[src/line_stride_pkg.sv]
// Shared constants, register map and helpers for the line stride logic.
package line_stride_pkg;

    localparam int STRIDE_W = 11;
    localparam int EFF_W    = 12;
    localparam int WADDR_W  = 20;
    localparam int BYTES_W  = 13;
    localparam int PIXCNT_W = 15;
    localparam int PPW_W    = 5;
    localparam int AXI_AW   = 12;

    // Printed register indices; the byte address is four times the index.
    localparam logic [AXI_AW-1:0] IDX_LCD_STRIDE_LOW  = 12'h046;
    localparam logic [AXI_AW-1:0] IDX_LCD_STRIDE_HIGH = 12'h047;
    localparam logic [AXI_AW-1:0] IDX_TV_STRIDE_LOW   = 12'h066;
    localparam logic [AXI_AW-1:0] IDX_TV_STRIDE_HIGH  = 12'h067;

    // Byte addresses of the added control and status words.
    localparam logic [AXI_AW-1:0] ADDR_LCD_START  = 12'h200;
    localparam logic [AXI_AW-1:0] ADDR_TV_START   = 12'h204;
    localparam logic [AXI_AW-1:0] ADDR_DEPTH      = 12'h208;
    localparam logic [AXI_AW-1:0] ADDR_LCD_LINE   = 12'h20C;
    localparam logic [AXI_AW-1:0] ADDR_TV_LINE    = 12'h210;
    localparam logic [AXI_AW-1:0] ADDR_LCD_VPIX   = 12'h214;
    localparam logic [AXI_AW-1:0] ADDR_TV_VPIX    = 12'h218;

    // Field positions inside the depth word.
    localparam int DEPTH_LCD_LSB = 0;
    localparam int DEPTH_TV_LSB  = 2;

    // Reset values.
    localparam logic [STRIDE_W-1:0] RST_STRIDE = 11'h000;
    localparam logic [WADDR_W-1:0]  RST_START  = 20'h00000;
    localparam logic [1:0]          RST_DEPTH  = 2'h2;

    // Largest stride in words; a zero field stands for it.
    localparam logic [EFF_W-1:0] STRIDE_MAX = 12'h800;

    localparam logic [1:0] RESP_OKAY   = 2'h0;
    localparam logic [1:0] RESP_SLVERR = 2'h2;

    typedef enum logic [1:0]
    {
        DEPTH_4BPP  = 2'b00,
        DEPTH_8BPP  = 2'b01,
        DEPTH_16BPP = 2'b10,
        DEPTH_15BPP = 2'b11
    } depth_t;

    // Eleven bit field to stride in words.
    function automatic logic [EFF_W-1:0] eff_stride(input logic [STRIDE_W-1:0] f);
        eff_stride = (f == '0) ? STRIDE_MAX : {1'b0, f};
    endfunction

endpackage

[src/line_if.sv]
// Connection between the register block and one line address generator.
`timescale 1ns/100ps
interface line_if;
    import line_stride_pkg::*;
    logic [STRIDE_W-1:0] stride;
    logic [WADDR_W-1:0]  start;
    logic                frame_start;
    logic                line_start;
    logic [WADDR_W-1:0]  line_addr;
    logic [BYTES_W-1:0]  line_bytes;

    modport gen (input stride, start, frame_start, line_start,
                 output line_addr, line_bytes);
    modport ctl (output stride, start, frame_start, line_start,
                 input line_addr, line_bytes);
endinterface

[src/line_stride_regs.sv]
// Register block and AXI4-Lite slave for the LCD and CRT/TV line strides.
`timescale 1ns/100ps
module line_stride_regs
    import line_stride_pkg::*;
(
    input  wire logic                aclk,
    input  wire logic                aresetn,
    input  wire logic [AXI_AW-1:0]   s_axi_awaddr,
    input  wire logic [2:0]          s_axi_awprot,
    input  wire logic                s_axi_awvalid,
    output logic                     s_axi_awready,
    input  wire logic [31:0]         s_axi_wdata,
    input  wire logic [3:0]          s_axi_wstrb,
    input  wire logic                s_axi_wvalid,
    output logic                     s_axi_wready,
    output logic [1:0]               s_axi_bresp,
    output logic                     s_axi_bvalid,
    input  wire logic                s_axi_bready,
    input  wire logic [AXI_AW-1:0]   s_axi_araddr,
    input  wire logic [2:0]          s_axi_arprot,
    input  wire logic                s_axi_arvalid,
    output logic                     s_axi_arready,
    output logic [31:0]              s_axi_rdata,
    output logic [1:0]               s_axi_rresp,
    output logic                     s_axi_rvalid,
    input  wire logic                s_axi_rready,
    input  wire logic                lcd_frame_start,
    input  wire logic                lcd_line_start,
    input  wire logic                tv_frame_start,
    input  wire logic                tv_line_start,
    output logic [WADDR_W-1:0]       lcd_line_addr,
    output logic [WADDR_W-1:0]       tv_line_addr,
    output logic [BYTES_W-1:0]       lcd_line_bytes,
    output logic [BYTES_W-1:0]       tv_line_bytes,
    output logic [PPW_W-1:0]         lcd_pixels_in_each_word,
    output logic [PPW_W-1:0]         tv_pixels_in_each_word
);

    typedef struct packed
    {
        logic [STRIDE_W-1:0] lcd_stride;
        logic [STRIDE_W-1:0] tv_stride;
        logic [WADDR_W-1:0]  lcd_start;
        logic [WADDR_W-1:0]  tv_start;
        logic [1:0]          lcd_depth;
        logic [1:0]          tv_depth;
        logic                aw_got;
        logic                w_got;
        logic [AXI_AW-1:0]   aw_addr;
        logic [31:0]         w_data;
        logic [3:0]          w_strb;
        logic                awready;
        logic                wready;
        logic                bvalid;
        logic [1:0]          bresp;
        logic                arready;
        logic                rvalid;
        logic [1:0]          rresp;
        logic [31:0]         rdata;
        logic [PPW_W-1:0]    lcd_ppw;
        logic [PPW_W-1:0]    tv_ppw;
    } regs_state_t;

    regs_state_t st;
    regs_state_t next_st;

    // Index 0 is the LCD path, index 1 the CRT/TV path.
    line_if chan [2] ();

    genvar g;
    generate
        for (g = 0; g < 2; g++)
        begin : g_path
            line_addr_gen u_gen
            (
                .aclk    (aclk),
                .aresetn (aresetn),
                .lk      (chan[g].gen)
            );
        end
    endgenerate

    assign chan[0].stride      = st.lcd_stride;
    assign chan[1].stride      = st.tv_stride;
    assign chan[0].start       = st.lcd_start;
    assign chan[1].start       = st.tv_start;
    assign chan[0].frame_start = lcd_frame_start;
    assign chan[0].line_start  = lcd_line_start;
    assign chan[1].frame_start = tv_frame_start;
    assign chan[1].line_start  = tv_line_start;

    // Pixels in each word is sixteen over the depth; 15 bpp takes a whole word.
    function automatic logic [PPW_W-1:0] depth_ppw(input logic [1:0] d);
        case (depth_t'(d))
            DEPTH_4BPP:  depth_ppw = 5'h04;
            DEPTH_8BPP:  depth_ppw = 5'h02;
            default:     depth_ppw = 5'h01;
        endcase
    endfunction

    // Virtual line pixel count read back for the host.
    function automatic logic [PIXCNT_W-1:0] vpix(input logic [STRIDE_W-1:0] s,
                                                 input logic [1:0] d);
        logic [EFF_W+PPW_W-1:0] p;
        p = eff_stride(s) * depth_ppw(d);
        vpix = p[PIXCNT_W-1:0];
    endfunction

    // Byte address of a printed index.
    function automatic logic [AXI_AW-1:0] reg_addr(input logic [AXI_AW-1:0] idx);
        reg_addr = {idx[AXI_AW-3:0], 2'b00};
    endfunction

    function automatic logic [31:0] read_word(input regs_state_t s,
                                              input logic [AXI_AW-1:0] a,
                                              input logic [WADDR_W-1:0] la,
                                              input logic [WADDR_W-1:0] ta,
                                              output logic hit);
        read_word = 32'h0000_0000;
        hit = 1'b1;
        if (a == reg_addr(IDX_LCD_STRIDE_LOW))
            read_word[7:0] = s.lcd_stride[7:0];
        else if (a == reg_addr(IDX_LCD_STRIDE_HIGH))
            read_word[2:0] = s.lcd_stride[10:8];
        else if (a == reg_addr(IDX_TV_STRIDE_LOW))
            read_word[7:0] = s.tv_stride[7:0];
        else if (a == reg_addr(IDX_TV_STRIDE_HIGH))
            read_word[2:0] = s.tv_stride[10:8];
        else if (a == ADDR_LCD_START)
            read_word[WADDR_W-1:0] = s.lcd_start;
        else if (a == ADDR_TV_START)
            read_word[WADDR_W-1:0] = s.tv_start;
        else if (a == ADDR_DEPTH)
        begin
            read_word[DEPTH_LCD_LSB +: 2] = s.lcd_depth;
            read_word[DEPTH_TV_LSB +: 2]  = s.tv_depth;
        end
        else if (a == ADDR_LCD_LINE)
            read_word[WADDR_W-1:0] = la;
        else if (a == ADDR_TV_LINE)
            read_word[WADDR_W-1:0] = ta;
        else if (a == ADDR_LCD_VPIX)
            read_word[PIXCNT_W-1:0] = vpix(s.lcd_stride, s.lcd_depth);
        else if (a == ADDR_TV_VPIX)
            read_word[PIXCNT_W-1:0] = vpix(s.tv_stride, s.tv_depth);
        else
            hit = 1'b0;
    endfunction

    always_comb
    begin
        logic        rd_hit;
        logic        wr_hit;
        logic [31:0] rd_word;
        logic [7:0]  b0;
        logic [31:0] wd;
        rd_hit  = 1'b0;
        wr_hit  = 1'b0;
        rd_word = 32'h0000_0000;
        b0      = 8'h00;
        wd      = 32'h0000_0000;
        next_st = st;

        // Address and data may arrive in either order; each is held until both are in.
        if (st.awready && s_axi_awvalid)
        begin
            next_st.aw_got  = 1'b1;
            next_st.aw_addr = s_axi_awaddr;
        end
        if (st.wready && s_axi_wvalid)
        begin
            next_st.w_got  = 1'b1;
            next_st.w_data = s_axi_wdata;
            next_st.w_strb = s_axi_wstrb;
        end

        if (st.bvalid && s_axi_bready)
            next_st.bvalid = 1'b0;

        if (st.aw_got && st.w_got && !st.bvalid)
        begin
            b0     = st.w_strb[0] ? st.w_data[7:0] : 8'h00;
            wd     = st.w_data;
            wr_hit = 1'b1;
            if (st.aw_addr == reg_addr(IDX_LCD_STRIDE_LOW))
            begin
                if (st.w_strb[0])
                    next_st.lcd_stride[7:0] = b0;
            end
            else if (st.aw_addr == reg_addr(IDX_LCD_STRIDE_HIGH))
            begin
                if (st.w_strb[0])
                    next_st.lcd_stride[10:8] = b0[2:0];
            end
            else if (st.aw_addr == reg_addr(IDX_TV_STRIDE_LOW))
            begin
                if (st.w_strb[0])
                    next_st.tv_stride[7:0] = b0;
            end
            else if (st.aw_addr == reg_addr(IDX_TV_STRIDE_HIGH))
            begin
                if (st.w_strb[0])
                    next_st.tv_stride[10:8] = b0[2:0];
            end
            else if (st.aw_addr == ADDR_LCD_START)
            begin
                for (int i = 0; i < 3; i++)
                    if (st.w_strb[i])
                        next_st.lcd_start[i*8 +: 4] = wd[i*8 +: 4];
                for (int i = 0; i < 2; i++)
                    if (st.w_strb[i])
                        next_st.lcd_start[i*8+4 +: 4] = wd[i*8+4 +: 4];
            end
            else if (st.aw_addr == ADDR_TV_START)
            begin
                for (int i = 0; i < 3; i++)
                    if (st.w_strb[i])
                        next_st.tv_start[i*8 +: 4] = wd[i*8 +: 4];
                for (int i = 0; i < 2; i++)
                    if (st.w_strb[i])
                        next_st.tv_start[i*8+4 +: 4] = wd[i*8+4 +: 4];
            end
            else if (st.aw_addr == ADDR_DEPTH)
            begin
                if (st.w_strb[0])
                begin
                    next_st.lcd_depth = wd[DEPTH_LCD_LSB +: 2];
                    next_st.tv_depth  = wd[DEPTH_TV_LSB +: 2];
                end
            end
            else if (st.aw_addr == ADDR_LCD_LINE || st.aw_addr == ADDR_TV_LINE
                     || st.aw_addr == ADDR_LCD_VPIX || st.aw_addr == ADDR_TV_VPIX)
            begin
                // Status words ignore writes but still answer OKAY.
                wr_hit = 1'b1;
            end
            else
            begin
                wr_hit = 1'b0;
            end
            next_st.bvalid = 1'b1;
            next_st.bresp  = wr_hit ? RESP_OKAY : RESP_SLVERR;
            next_st.aw_got = 1'b0;
            next_st.w_got  = 1'b0;
        end

        if (st.rvalid && s_axi_rready)
            next_st.rvalid = 1'b0;

        if (st.arready && s_axi_arvalid)
        begin
            rd_word = read_word(st, s_axi_araddr, chan[0].line_addr,
                                chan[1].line_addr, rd_hit);
            next_st.rvalid = 1'b1;
            next_st.rdata  = rd_word;
            next_st.rresp  = rd_hit ? RESP_OKAY : RESP_SLVERR;
        end

        // Readies are registered so that every bus output comes from a flop.
        next_st.awready = !next_st.aw_got && !next_st.bvalid;
        next_st.wready  = !next_st.w_got && !next_st.bvalid;
        next_st.arready = !next_st.rvalid;

        // Depth changes do not rescale the stride; software must rewrite it.
        next_st.lcd_ppw = depth_ppw(next_st.lcd_depth);
        next_st.tv_ppw  = depth_ppw(next_st.tv_depth);
    end

    always_ff @(posedge aclk)
    begin
        if (!aresetn)
        begin
            st            <= '0;
            st.lcd_stride <= RST_STRIDE;
            st.tv_stride  <= RST_STRIDE;
            st.lcd_start  <= RST_START;
            st.tv_start   <= RST_START;
            st.lcd_depth  <= RST_DEPTH;
            st.tv_depth   <= RST_DEPTH;
            st.bresp      <= RESP_OKAY;
            st.rresp      <= RESP_OKAY;
            st.lcd_ppw    <= 5'h01;
            st.tv_ppw     <= 5'h01;
        end
        else
        begin
            st <= next_st;
        end
    end

    assign s_axi_awready           = st.awready;
    assign s_axi_wready            = st.wready;
    assign s_axi_bvalid            = st.bvalid;
    assign s_axi_bresp             = st.bresp;
    assign s_axi_arready           = st.arready;
    assign s_axi_rvalid            = st.rvalid;
    assign s_axi_rresp             = st.rresp;
    assign s_axi_rdata             = st.rdata;
    assign lcd_pixels_in_each_word = st.lcd_ppw;
    assign tv_pixels_in_each_word  = st.tv_ppw;
    assign lcd_line_addr           = chan[0].line_addr;
    assign tv_line_addr            = chan[1].line_addr;
    assign lcd_line_bytes          = chan[0].line_bytes;
    assign tv_line_bytes           = chan[1].line_bytes;

endmodule // line_stride_regs

[src/line_addr_gen.sv]
// Per-path line start address generator for the refresh fetch.
`timescale 1ns/100ps
module line_addr_gen
    import line_stride_pkg::*;
(
    input  wire logic aclk,
    input  wire logic aresetn,
    line_if.gen       lk
);

    typedef struct packed
    {
        logic [WADDR_W-1:0] line_addr;
        logic [BYTES_W-1:0] line_bytes;
    } gen_state_t;

    gen_state_t st;
    gen_state_t next_st;

    always_comb
    begin
        next_st = st;
        next_st.line_bytes = {lk.stride == '0, lk.stride, 1'b0};
        if (lk.frame_start)
        begin
            // The start address is only taken here, so a change mid-frame cannot tear.
            next_st.line_addr = lk.start;
        end
        else if (lk.line_start)
        begin
            next_st.line_addr = st.line_addr
                + WADDR_W'(eff_stride(lk.stride));
        end
    end

    always_ff @(posedge aclk)
    begin
        if (!aresetn)
            st <= '0;
        else
            st <= next_st;
    end

    assign lk.line_addr  = st.line_addr;
    assign lk.line_bytes = st.line_bytes;

endmodule // line_addr_gen

[config.mk]
export PLATFORM = sky130hd
export DESIGN_NAME = line_stride_regs
export DESIGN_NICKNAME = d
export VERILOG_FILES = /design/src/line_stride_pkg.sv /design/src/line_if.sv /design/src/line_stride_regs.sv /design/src/line_addr_gen.sv
export SDC_FILE = /design/constraint.sdc
export NUM_CORES = 1
export LEC_CHECK = 0
export ABC_AREA = 1
export BUFFER_PORTS_ARGS = -buffer_cell sky130_fd_sc_hd__buf_2
export CAP_MARGIN = 40
export CORE_MARGIN = 4
export CORE_UTILIZATION = 50
export DETAILED_ROUTE_END_ITERATION = 10
export GPL_ROUTABILITY_DRIVEN = 0
export GPL_TIMING_DRIVEN = 0
export PLACE_DENSITY_LB_ADDON = 0.1
export SLEW_MARGIN = 20
export SYNTH_ARGS = -nofsm -noshare
export SYNTH_HDL_FRONTEND = slang
export SYNTH_SLANG_ARGS = --single-unit
[constraint.sdc]
create_clock -name aclk -period 4.1 [get_ports aclk]
set_input_delay 1.23 -clock aclk [delete_from_list [all_inputs] [get_ports aclk]]
set_output_delay 1.23 -clock aclk [all_outputs]
set_load 0.02 [all_outputs]
==> flow_summary.json, run 1 <==
{
  "worst_r2r_startpoint": "chan[1].stride[6]",
  "synth.avg_cell_area_sq_um": 6.76,
  "io_buffers": 153,
  "synth_compound_gate_area_share_pct": 18.5,
  "cts_root_buffer": "clkbuf_16",
  "grt_max_degree": 20,
  "pin_count": 194,
  "required_ns": 4.41,
  "final_core_util_pct": 58.4,
  "tightest_slew_ns": 0.885,
  "leakage_nw": 7.20,
  "ys_seq_elements": 200,
  "cts_buffers": 17,
  "worstPathArrival_ns": 4.22,
  "hold_path_class": "reg -> reg",
  "fin_cells": 2459,
  "postPlaceCellArea_sq_mm": 0.0143,
  "dr.pass1.iters": 6,
  "setup_tns_ns": 0,
  "wl_per_cell_um": 17.4,
  "min_from": "s_axi_rdata[13]",
  "placed_cells": 2428,
  "die_w_um": 169,
  "synth-xor-area-share_pct": 0.471,
  "grt_pass1_vias": 12558,
  "cts_sinks": 200,
  "multi_input_area_sq_mm": 0.00729,
  "synth_fa_ha_area_share_pct": 10.7,
  "async_flop_share_pct": 0,
  "nets": 2292,
  "synthTopCellsByArea": "dfxtp_1 31%, nand2_1 11%, inv_1 8.5%",
  "totalWireLength_mm": 42.9,
  "core_area_sq_mm": 0.0254,
  "drive_gt1_share_pct": 14.5,
  "grt-ovfl-total": 0,
  "cap_violations": 0,
  "syn_to_final_growth_pct": 14.1,
  "antenna_found_initial": 0,
  "peakVddDrop_mv": 0.227,
  "hold_viol": 0,
  "ant_nets": 0,
  "powerDensity_mw_per_mm2": 268,
  "synth_edf_count": 0,
  "clock_path_buffers": 2,
  "hold_buffers": 0,
  "timing.fmax_ghz": 0.256,
  "fin_crit_ns": 3.91,
  "synthCells": 1926,
  "slew_violations": 0,
  "setup.worst_path.start_class": "flop",
  "end_kind": "flop",
  "synth_simple_gate_area_share_pct": 25.7,
  "synth_top_cell_by_area": "dfxtp_1",
  "fill_cells": 2568,
  "die_area_sq_mm": 0.0287,
  "track_usage_pct": 29.1,
  "startpoint": "chan[1].stride[6]",
  "status": "finished, final reports clean",
  "rsz0062_at_grt": "no",
  "fp-row-count": 58,
  "fin_area_sq_mm": 0.0148,
  "cts.clk_slew.worst_paths_ns": 0.08,
  "synth_top_area_share_pct": 30.8,
  "grt_pass1_wl_mm": 66.2,
  "slew_headroom_pct": 41.0,
  "n_antenna_cell": 0,
  "synth.distinct_cells": 57,
  "h-tree-depth": 4,
  "initial_core_util_pct": 51.2,
  "synth_top_family_by_area": "simple AND/OR/NAND/NOR gates",
  "synthMuxAreaShare_pct": 0,
  "worstSetupPathType": "reg -> reg",
  "place_hpwl_mm": 34.2,
  "finalCritPeriodShare_pct": 95.4,
  "mappedNetlistArea_sq_mm": 0.0130,
  "route.vias.total": 13430,
  "cp_max_fo": 5,
  "die_height_um": 169,
  "clk_latency_ns": 0.45,
  "finalSetupViolations": 0,
  "cts_tree": "built",
  "seq_area_sq_mm": 0.00401,
  "ys_seq_area_share_pct": 30.8,
  "yosysWarningCount": 0,
  "drtIter0Drc": 1206,
  "skew_ns": 0.0183,
  "synthFlopType": "dfxtp_1",
  "remaining_drc_errors": 0,
  "via_per_inst": 5.46
}
-- cell type report --
type / instances / area share (%)
Buffer: 118 / 4.35
Clock buffer: 18 / 2.89
Clock inverter: 13 / 0.868
Inverter: 306 / 7.76
Multi-Input combinational cell: 1319 / 49.1
Sequential cell: 200 / 27.0
Tap cell: 330 / 2.78
Timing Repair Buffer: 155 / 5.29
-- worst max-delay path: stages (launching register included) --
cell,delay (ns)
dfxtp_1,0.44
inv_1,0.20
nand4_1,0.14
nor4_2,0.53
inv_1,0.16
nor2_1,0.19
ha_1,0.26
ha_1,0.30
ha_1,0.35
inv_1,0.10
o21ai_0,0.08
a21oi_1,0.17
nand4_1,0.13
nand3_1,0.11
nand2_1,0.05
nand2_1,0.18
nand2_1,0.08
nand2_1,0.09
nand2_1,0.07
nand2_1,0.09
a21oi_1,0.06
-- cell usage in the layout, fill, tap and decap left out, types with 3 or more instances in the layout --
cell type    n
clkbuf_1    58
clkbuf_16   17
nand3b_1     8
nor3_2       5
xnor2_1      3
a21o_1       5
nor2_2       8
nor4_1       5
nand2_1    367
conb_1      20
xor2_1       4
nand3_1     94
a21oi_1    185
nor2_8       3
nor3_1      10
inv_1      293
inv_6        4
buf_2      160
or2_2        8
nand4_1     26
a211oi_1    14
nand2_2      9
buf_4       52
o2111ai_1    3
nor2_1     198
nand3_2      3
dfxtp_1    199
inv_2       10
ha_1        76
o21bai_1     5
fa_1        22
inv_8        4
a31oi_1     20
a22oi_1     17
o21ai_0    151
o21ai_1     12
o211ai_1     8
-- kinds of logic after synthesis --
family	after synthesis
AO/OA/AOI/OAI	436
XOR/XNOR	7
adder cells (fa/ha/maj)	98
buffers and inverters	426
flip-flops	200
other	1
AND/OR/NAND/NOR	758
-- report_power, final --
group          leakage, nW  switching [mW]  internal [mW]  total, mW
Sequential            1.62          0.0267           1.98       2.00
Combinational         5.31           0.225         0.0988      0.324
Clock                0.268           0.849          0.806       1.66
Total                 7.20            1.10           2.88       3.98
-- synthesized netlist by cell type, drive strengths merged (3+ instances only) --
library cell / count
nand2: 377
nand3b: 8
a21oi: 186
o2111ai: 3
dfxtp: 200
a22oi: 17
clkbuf: 61
or2: 10
nand4: 26
o211ai: 8
xnor2: 3
a211oi: 16
nor2: 211
inv: 304
nand3: 98
nor3: 17
nor4: 7
a31oi: 20
o21ai: 165
ha: 76
fa: 22
o21bai: 6
a21o: 6
buf: 59
xor2: 4
-- sequential cells by signal (all words and copies together), names as in the netlist --
name	cells
tv_pixels_in_each_word	3
s_axi_awready	1
chan.stride	22
s_axi_bvalid	1
s_axi_rvalid	1
st	41
s_axi_rdata	20
s_axi_bresp	1
lcd_pixels_in_each_word	3
s_axi_rresp	1
s_axi_arready	1
g_path.u_gen.lk.line_bytes	24
g_path.u_gen.lk.line_addr	40
chan.start	40
s_axi_wready	1
-- what timing repair did --
item | CTS | global route
gates resized for setup | 0 | 7
endpoints found under the setup margin | 0 | 10
setup buffers | 0 | 0
-- through the flow --
stage | hold slack, ns | power, mW | setup slack [ns]
2_1_floorplan | 0.434 | 2.24 | 0.837
3_3_place_gp | 0.455 | 2.36 | 0.123
4_1_cts | 0.470 | 3.98 | 0.0679
5_1_grt | 0.491 | 4.11 | 0.0108
3_5_place_dp | 0.458 | 2.36 | 0.0954
6_report | 0.466 | 3.98 | 0.187
-- final timing paths --
kind	endpoint	cells past startpoint	slack [ns]
max	s_axi_rdata[13]	20	0.19
min	s_axi_rdata[13]	2	0.47
max reg2reg	s_axi_rdata[13]	20	0.19
min reg2reg	s_axi_rdata[13]	2	0.47
-- routing by layer --
layer  global-route usage, %  share of wire (%)  vias to the layer above
met5                       0                  0                        -
met4                    11.4                4.2                        0
met3                    5.10                7.7                      111
met2                    50.3                 48                      599
met1                    36.3                 40                     6154
li1                        -                  -                     6566
Note: power is estimated with default switching activity, not from simulation.
==> inputs of run 2 (changes only) <==
Settings changed: CORE_UTILIZATION 50 to 35, REMOVE_ABC_BUFFERS set to 1, SETUP_SLACK_MARGIN set to 0.02.
==> run 2 against run 1 <==
  * Routed wire length up 4.0%
  * Clock power up 7%
  * Register-to-register slack better by 0.04 ns
  * Largest power group unchanged
  * Sequential share of layout area up 0.61 points
  * First-iteration DRC count down 34%
  * Non-clock buffer count down 111
  * Maximum frequency up 0.99%
  * Combinational power down 8.6%
  * Count of clock-buffer cells in the layout up 1
==> flow_summary.json, run 2 (synthesis gave the netlist of run 1 again) <==
{
  "final_cell_mix": "364 x nand2_1, 292 x inv_1, 198 x dfxtp_1",
  "tightest_slew_ns": 0.857,
  "post-place-ws_ns": -0.112,
  "track_usage_pct": 21.6,
  "fin_cells": 2486,
  "cts.clk_slew.worst_paths_ns": 0.08,
  "remaining_drc_errors": 0,
  "timing.rr.end": "s_axi_rdata[10]",
  "syn_to_final_growth_pct": 11.7,
  "leakage_nw": 6.91,
  "slew_violations": 0,
  "io_buffers": 154,
  "hold_viol": 0,
  "holdPathEnd": "s_axi_rdata[10]",
  "totalWireLength_mm": 44.6,
  "drive_gt1_share_pct": 13.1,
  "grt_pass1_wl_mm": 68.6,
  "die_height_um": 201,
  "fin_ws_ns": 0.226,
  "timing.fmax_ghz": 0.258,
  "hold_path_class": "reg -> reg",
  "regMostFlops": "st",
  "hold_buffers": 0,
  "n_antenna_cell": 0,
  "nets": 2181,
  "clock_path_buffers": 2,
  "grt-ovfl-total": 0,
  "route.vias.total": 12639,
  "placed_cells": 2453,
  "worst_r2r_startpoint": "st[101]",
  "die_area_sq_mm": 0.0403,
  "peakVddDrop_mv": 0.307,
  "largest_reg_flops": 41,
  "grt_pass1_vias": 12225,
  "status": "finished, final reports clean",
  "min_path_cells": 2,
  "drtIter0Drc": 800,
  "fin_crit_ns": 3.87,
  "required_ns": 4.41,
  "rsz0062_at_grt": "no",
  "finalSetupViolations": 0,
  "slew_headroom_pct": 42.8,
  "min_from": "s_axi_rdata[10]",
  "layout_commonest_cell": "nand2_1",
  "wl_per_cell_um": 17.9,
  "final_core_util_pct": 39.7,
  "cp_max_fo": 12,
  "setup.worst_path.start_class": "flop",
  "clk_latency_ns": 0.46,
  "rrSetupSlack_ns": 0.23,
  "antenna_found_initial": 0,
  "ant_nets": 0,
  "via_per_inst": 5.08,
  "hold_ws_ns": 0.462,
  "skew_ns": 0.0115,
  "initial_core_util_pct": 35.5,
  "grt_max_degree": 79,
  "fp-row-count": 70,
  "die_w_um": 201,
  "reg2regPathDepth": 16,
  "postPlaceCellArea_sq_mm": 0.0139,
  "h-tree-depth": 4,
  "pin_count": 194,
  "core_area_sq_mm": 0.0366,
  "powerDensity_mw_per_mm2": 280,
  "finalCritPeriodShare_pct": 94.5,
  "dr.pass1.iters": 6,
  "worstSetupPathType": "reg -> reg",
  "end_kind": "flop",
  "fin_area_sq_mm": 0.0145,
  "cap_violations": 0,
  "cts_buffers": 17,
  "cts_sinks": 200,
  "cts_root_buffer": "clkbuf_16",
  "worstPathArrival_ns": 4.18,
  "place_hpwl_mm": 34.9,
  "cts_tree": "built"
}
[run 2: report_power, final]
group,internal [mW],switching (mW)
registers,1.98,0.0264
logic,0.0824,0.213
clock network,0.938,0.828
total,3.00,1.07
[run 2: what timing repair did]
action                     CTS  global route
buffers inserted             0             1
gates resized for setup      2             7
pin swaps                    0             1
setup endpoints to repair    7            10
[run 2: stage by stage]
step	power, mW	setup TNS, ns
detailed placement	2.35	-0.178
global route	4.21	0
floorplan	2.20	0
global placement	2.33	-203.23
CTS	4.11	0
finish	4.06	0
[run 2: worst max-delay path by stage]
stage,start,end,cells after the start
final,st[101],s_axi_rdata[10],16
after global placement,aresetn,s_axi_bresp[1],5
after floorplan,st[102],s_axi_rdata[10],17
after detailed placement,st[102],s_axi_rdata[10],17
after global routing,chan[0].stride[10],s_axi_rdata[12],21
after CTS,st[102],s_axi_rdata[10],17
[run 2: metal layers]
metal | GRT usage (%) | wire length, um | up-vias
met4 | 7.55 | 1340 | 0
met3 | 4.20 | 2320 | 73
li1 | - | - | 6333
met1 | 27.5 | 19600 | 5929
met2 | 36.7 | 21300 | 304
met5 | 0 | 0 | -
[run 2: final cells by class]
| class | instances | area [sq um] |
|---|---|---|
| repair buffers | 162 | 885 |
| clock buffers | 19 | 453 |
| multi-input cells | 1319 | 7310 |
| clock inverters | 12 | 141 |
| well taps | 468 | 586 |
| inverters | 306 | 1160 |
| flip-flops and latches | 200 | 4010 |
| fillers | 3999 | 22100 |
[run 2: critical path, stage by stage (launching register included)]
cell,delay (ns)
dfxtp_1,0.39
or2_2,0.45
nor2_1,0.13
ha_1,0.26
fa_1,0.54
fa_1,0.52
nand3_1,0.12
nand3_1,0.15
nand2_1,0.09
nand2_1,0.07
or2_2,0.27
nand3_1,0.20
nand4_1,0.15
o21ai_0,0.13
nand2_1,0.09
nand2_1,0.10
a21oi_1,0.07
==> inputs of run 3 (changes only) <==
Settings changed: CORE_MARGIN 4 to 1, CTS_BUF_LIST set to sky130_fd_sc_hd__clkbuf_4 sky130_fd_sc_hd__clkbuf_8, CTS_CLUSTER_SIZE set to 30.
==> run 3 against run 2 <==
  * Hold slack improved by 0.0065 ns
  * Combinational power barely moved
  * Routed wire length fell by 1.2%
  * Sequential share of layout area rose by 0.30 points
  * Non-clock buffer count rose by 1
  * Flip-flop and latch count did not move
  * Core utilization fell by 0.42 points
  * Critical path type unchanged
  * Power fell by 9.4%
  * Critical path depth did not move
  * First-iteration DRC count rose by 3.6%
==> flow_summary.json, run 3 (synthesis gave the netlist of run 1 again) <==
{
  "status": "finished, final reports clean",
  "dr.pass1.iters": 5,
  "drive_gt1_share_pct": 13.2,
  "hold_ws_ns": 0.468,
  "clk_latency_ns": 0.51,
  "hold_viol": 0,
  "worst_r2r_startpoint": "st[101]",
  "ant_nets": 0,
  "worstSetupPathType": "reg -> reg",
  "finalSetupViolations": 0,
  "track_usage_pct": 23.3,
  "die_height_um": 195,
  "regMostFlops": "st",
  "largest_reg_flops": 41,
  "grt_pass1_vias": 11989,
  "slew_headroom_pct": 49.4,
  "fp-row-count": 70,
  "tightest_slew_ns": 0.758,
  "min_from": "s_axi_rdata[2]",
  "cts_root_buffer": "clkbuf_8",
  "pin_count": 194,
  "core_area_sq_mm": 0.0366,
  "grt_pass1_wl_mm": 67.7,
  "drtIter0Drc": 829,
  "totalWireLength_mm": 44.0,
  "place_hpwl_mm": 34.2,
  "grt-ovfl-total": 0,
  "timing.fmax_ghz": 0.262,
  "cts_tree": "built",
  "cts_buffers": 17,
  "cap_violations": 0,
  "route.vias.total": 12689,
  "h-tree-depth": 4,
  "worstPathArrival_ns": 4.19,
  "powerDensity_mw_per_mm2": 256,
  "slew_violations": 0,
  "leakage_nw": 6.83,
  "hold_path_class": "reg -> reg",
  "hold_buffers": 0,
  "grt_max_degree": 106,
  "cts.clk_slew.worst_paths_ns": 0.12,
  "io_buffers": 154,
  "fin_cells": 2488,
  "die_area_sq_mm": 0.0380,
  "wl_per_cell_um": 17.7,
  "rsz0062_at_grt": "no",
  "final_cell_mix": "364 x nand2_1, 292 x inv_1, 198 x dfxtp_1",
  "finalCritPeriodShare_pct": 93.0,
  "end_kind": "flop",
  "antenna_found_initial": 1,
  "setup.worst_path.start_class": "flop",
  "cp_max_fo": 12,
  "clock_path_buffers": 2,
  "fin_crit_ns": 3.81,
  "die_w_um": 195,
  "placed_cells": 2453,
  "startpoint": "st[101]",
  "syn_to_final_growth_pct": 10.5,
  "required_ns": 4.48,
  "remaining_drc_errors": 0,
  "skew_ns": 0.0237,
  "layout_commonest_cell": "nand2_1",
  "fill_cells": 4038,
  "cts_sinks": 200,
  "peakVddDrop_mv": 0.239,
  "nets": 2182,
  "setup_tns_ns": 0,
  "via_per_inst": 5.10,
  "initial_core_util_pct": 35.5,
  "cts_setup_buffers": 0
}
## run 3: changes by cell type in the layout (fill, tap and decap cells not counted), moves of 2 or more
cell / previous run / this run
clkbuf_16: 17 / 0
clkbuf_4: 0 / 2
clkbuf_8: 2 / 17
clkinv_4: 5 / 3
clkinv_8: 0 / 3
inv_6: 3 / 1
## run 3: repair_timing
item | in CTS | in global routing
resized for setup | 2 | 8
pin swaps | 0 | 1
setup endpoints to repair | 7 | 10
gates cloned | 0 | 0
## run 3: power breakdown
part	switching (mW)	internal [mW]
Sequential	0.0263	1.98
Combinational	0.214	0.0834
Clock	0.807	0.574
Total	1.05	2.64
## run 3: final cells by class
cell class,instances,area (sq um),area share (%)
multi-input combinational,1319,7310,50.8
sequential,200,4010,27.9
inverter,306,1160,8.04
timing repair buffer,163,903,6.28
tap,468,586,4.07
clock buffer,19,249,1.73
clock inverter,12,169,1.17
antenna,1,2.50,0.0174
## run 3: through the flow
stage          instance area [sq um]  power [mW]  worst slack (ns)  utilization (%)
3_3_place_gp                   13800        2.34             -3.10             37.7
6_report                       14400        3.68             0.288             39.3
5_1_grt                        14400        3.83            0.0455             39.3
3_5_place_dp                   13900        2.35            -0.135             38.0
2_1_floorplan                  12400        2.20             0.725                -
4_1_cts                        14300        3.73            0.0769             39.1
## run 3: worst max-delay path, cell delays in order (launching register included)
cell     delay (ns)
dfxtp_1        0.41
or2_2          0.45
nor2_1         0.13
ha_1           0.26
fa_1           0.54
fa_1           0.52
nand3_1        0.12
nand3_1        0.13
nand2_1        0.10
nand2_1        0.06
or2_2          0.27
nand3_1        0.20
nand4_1        0.12
o21ai_0        0.10
nand2_1        0.09
nand2_1        0.10
a21oi_1        0.07
## run 3: path summary, 6_finish.rpt
kind	depth (start not counted)	end	slack (ns)
worst min register to register	2	s_axi_rdata[2]	0.47
worst min-delay path	2	s_axi_rdata[2]	0.47
worst max-delay path	16	s_axi_rdata[10]	0.29
worst max register to register	16	s_axi_rdata[10]	0.29
## run 3: per-layer routing
| layer | track usage (%) | wire, um | vias to the layer above | share of wire [%] |
|---|---|---|---|---|
| met5 | 0 | 0 | - | 0 |
| met4 | 7.35 | 1170 | 0 | 2.7 |
| met3 | 4.81 | 2350 | 63 | 5.3 |
| met2 | 39.3 | 20900 | 331 | 47 |
| met1 | 29.7 | 19600 | 5953 | 45 |
| li1 | - | - | 6342 | - |
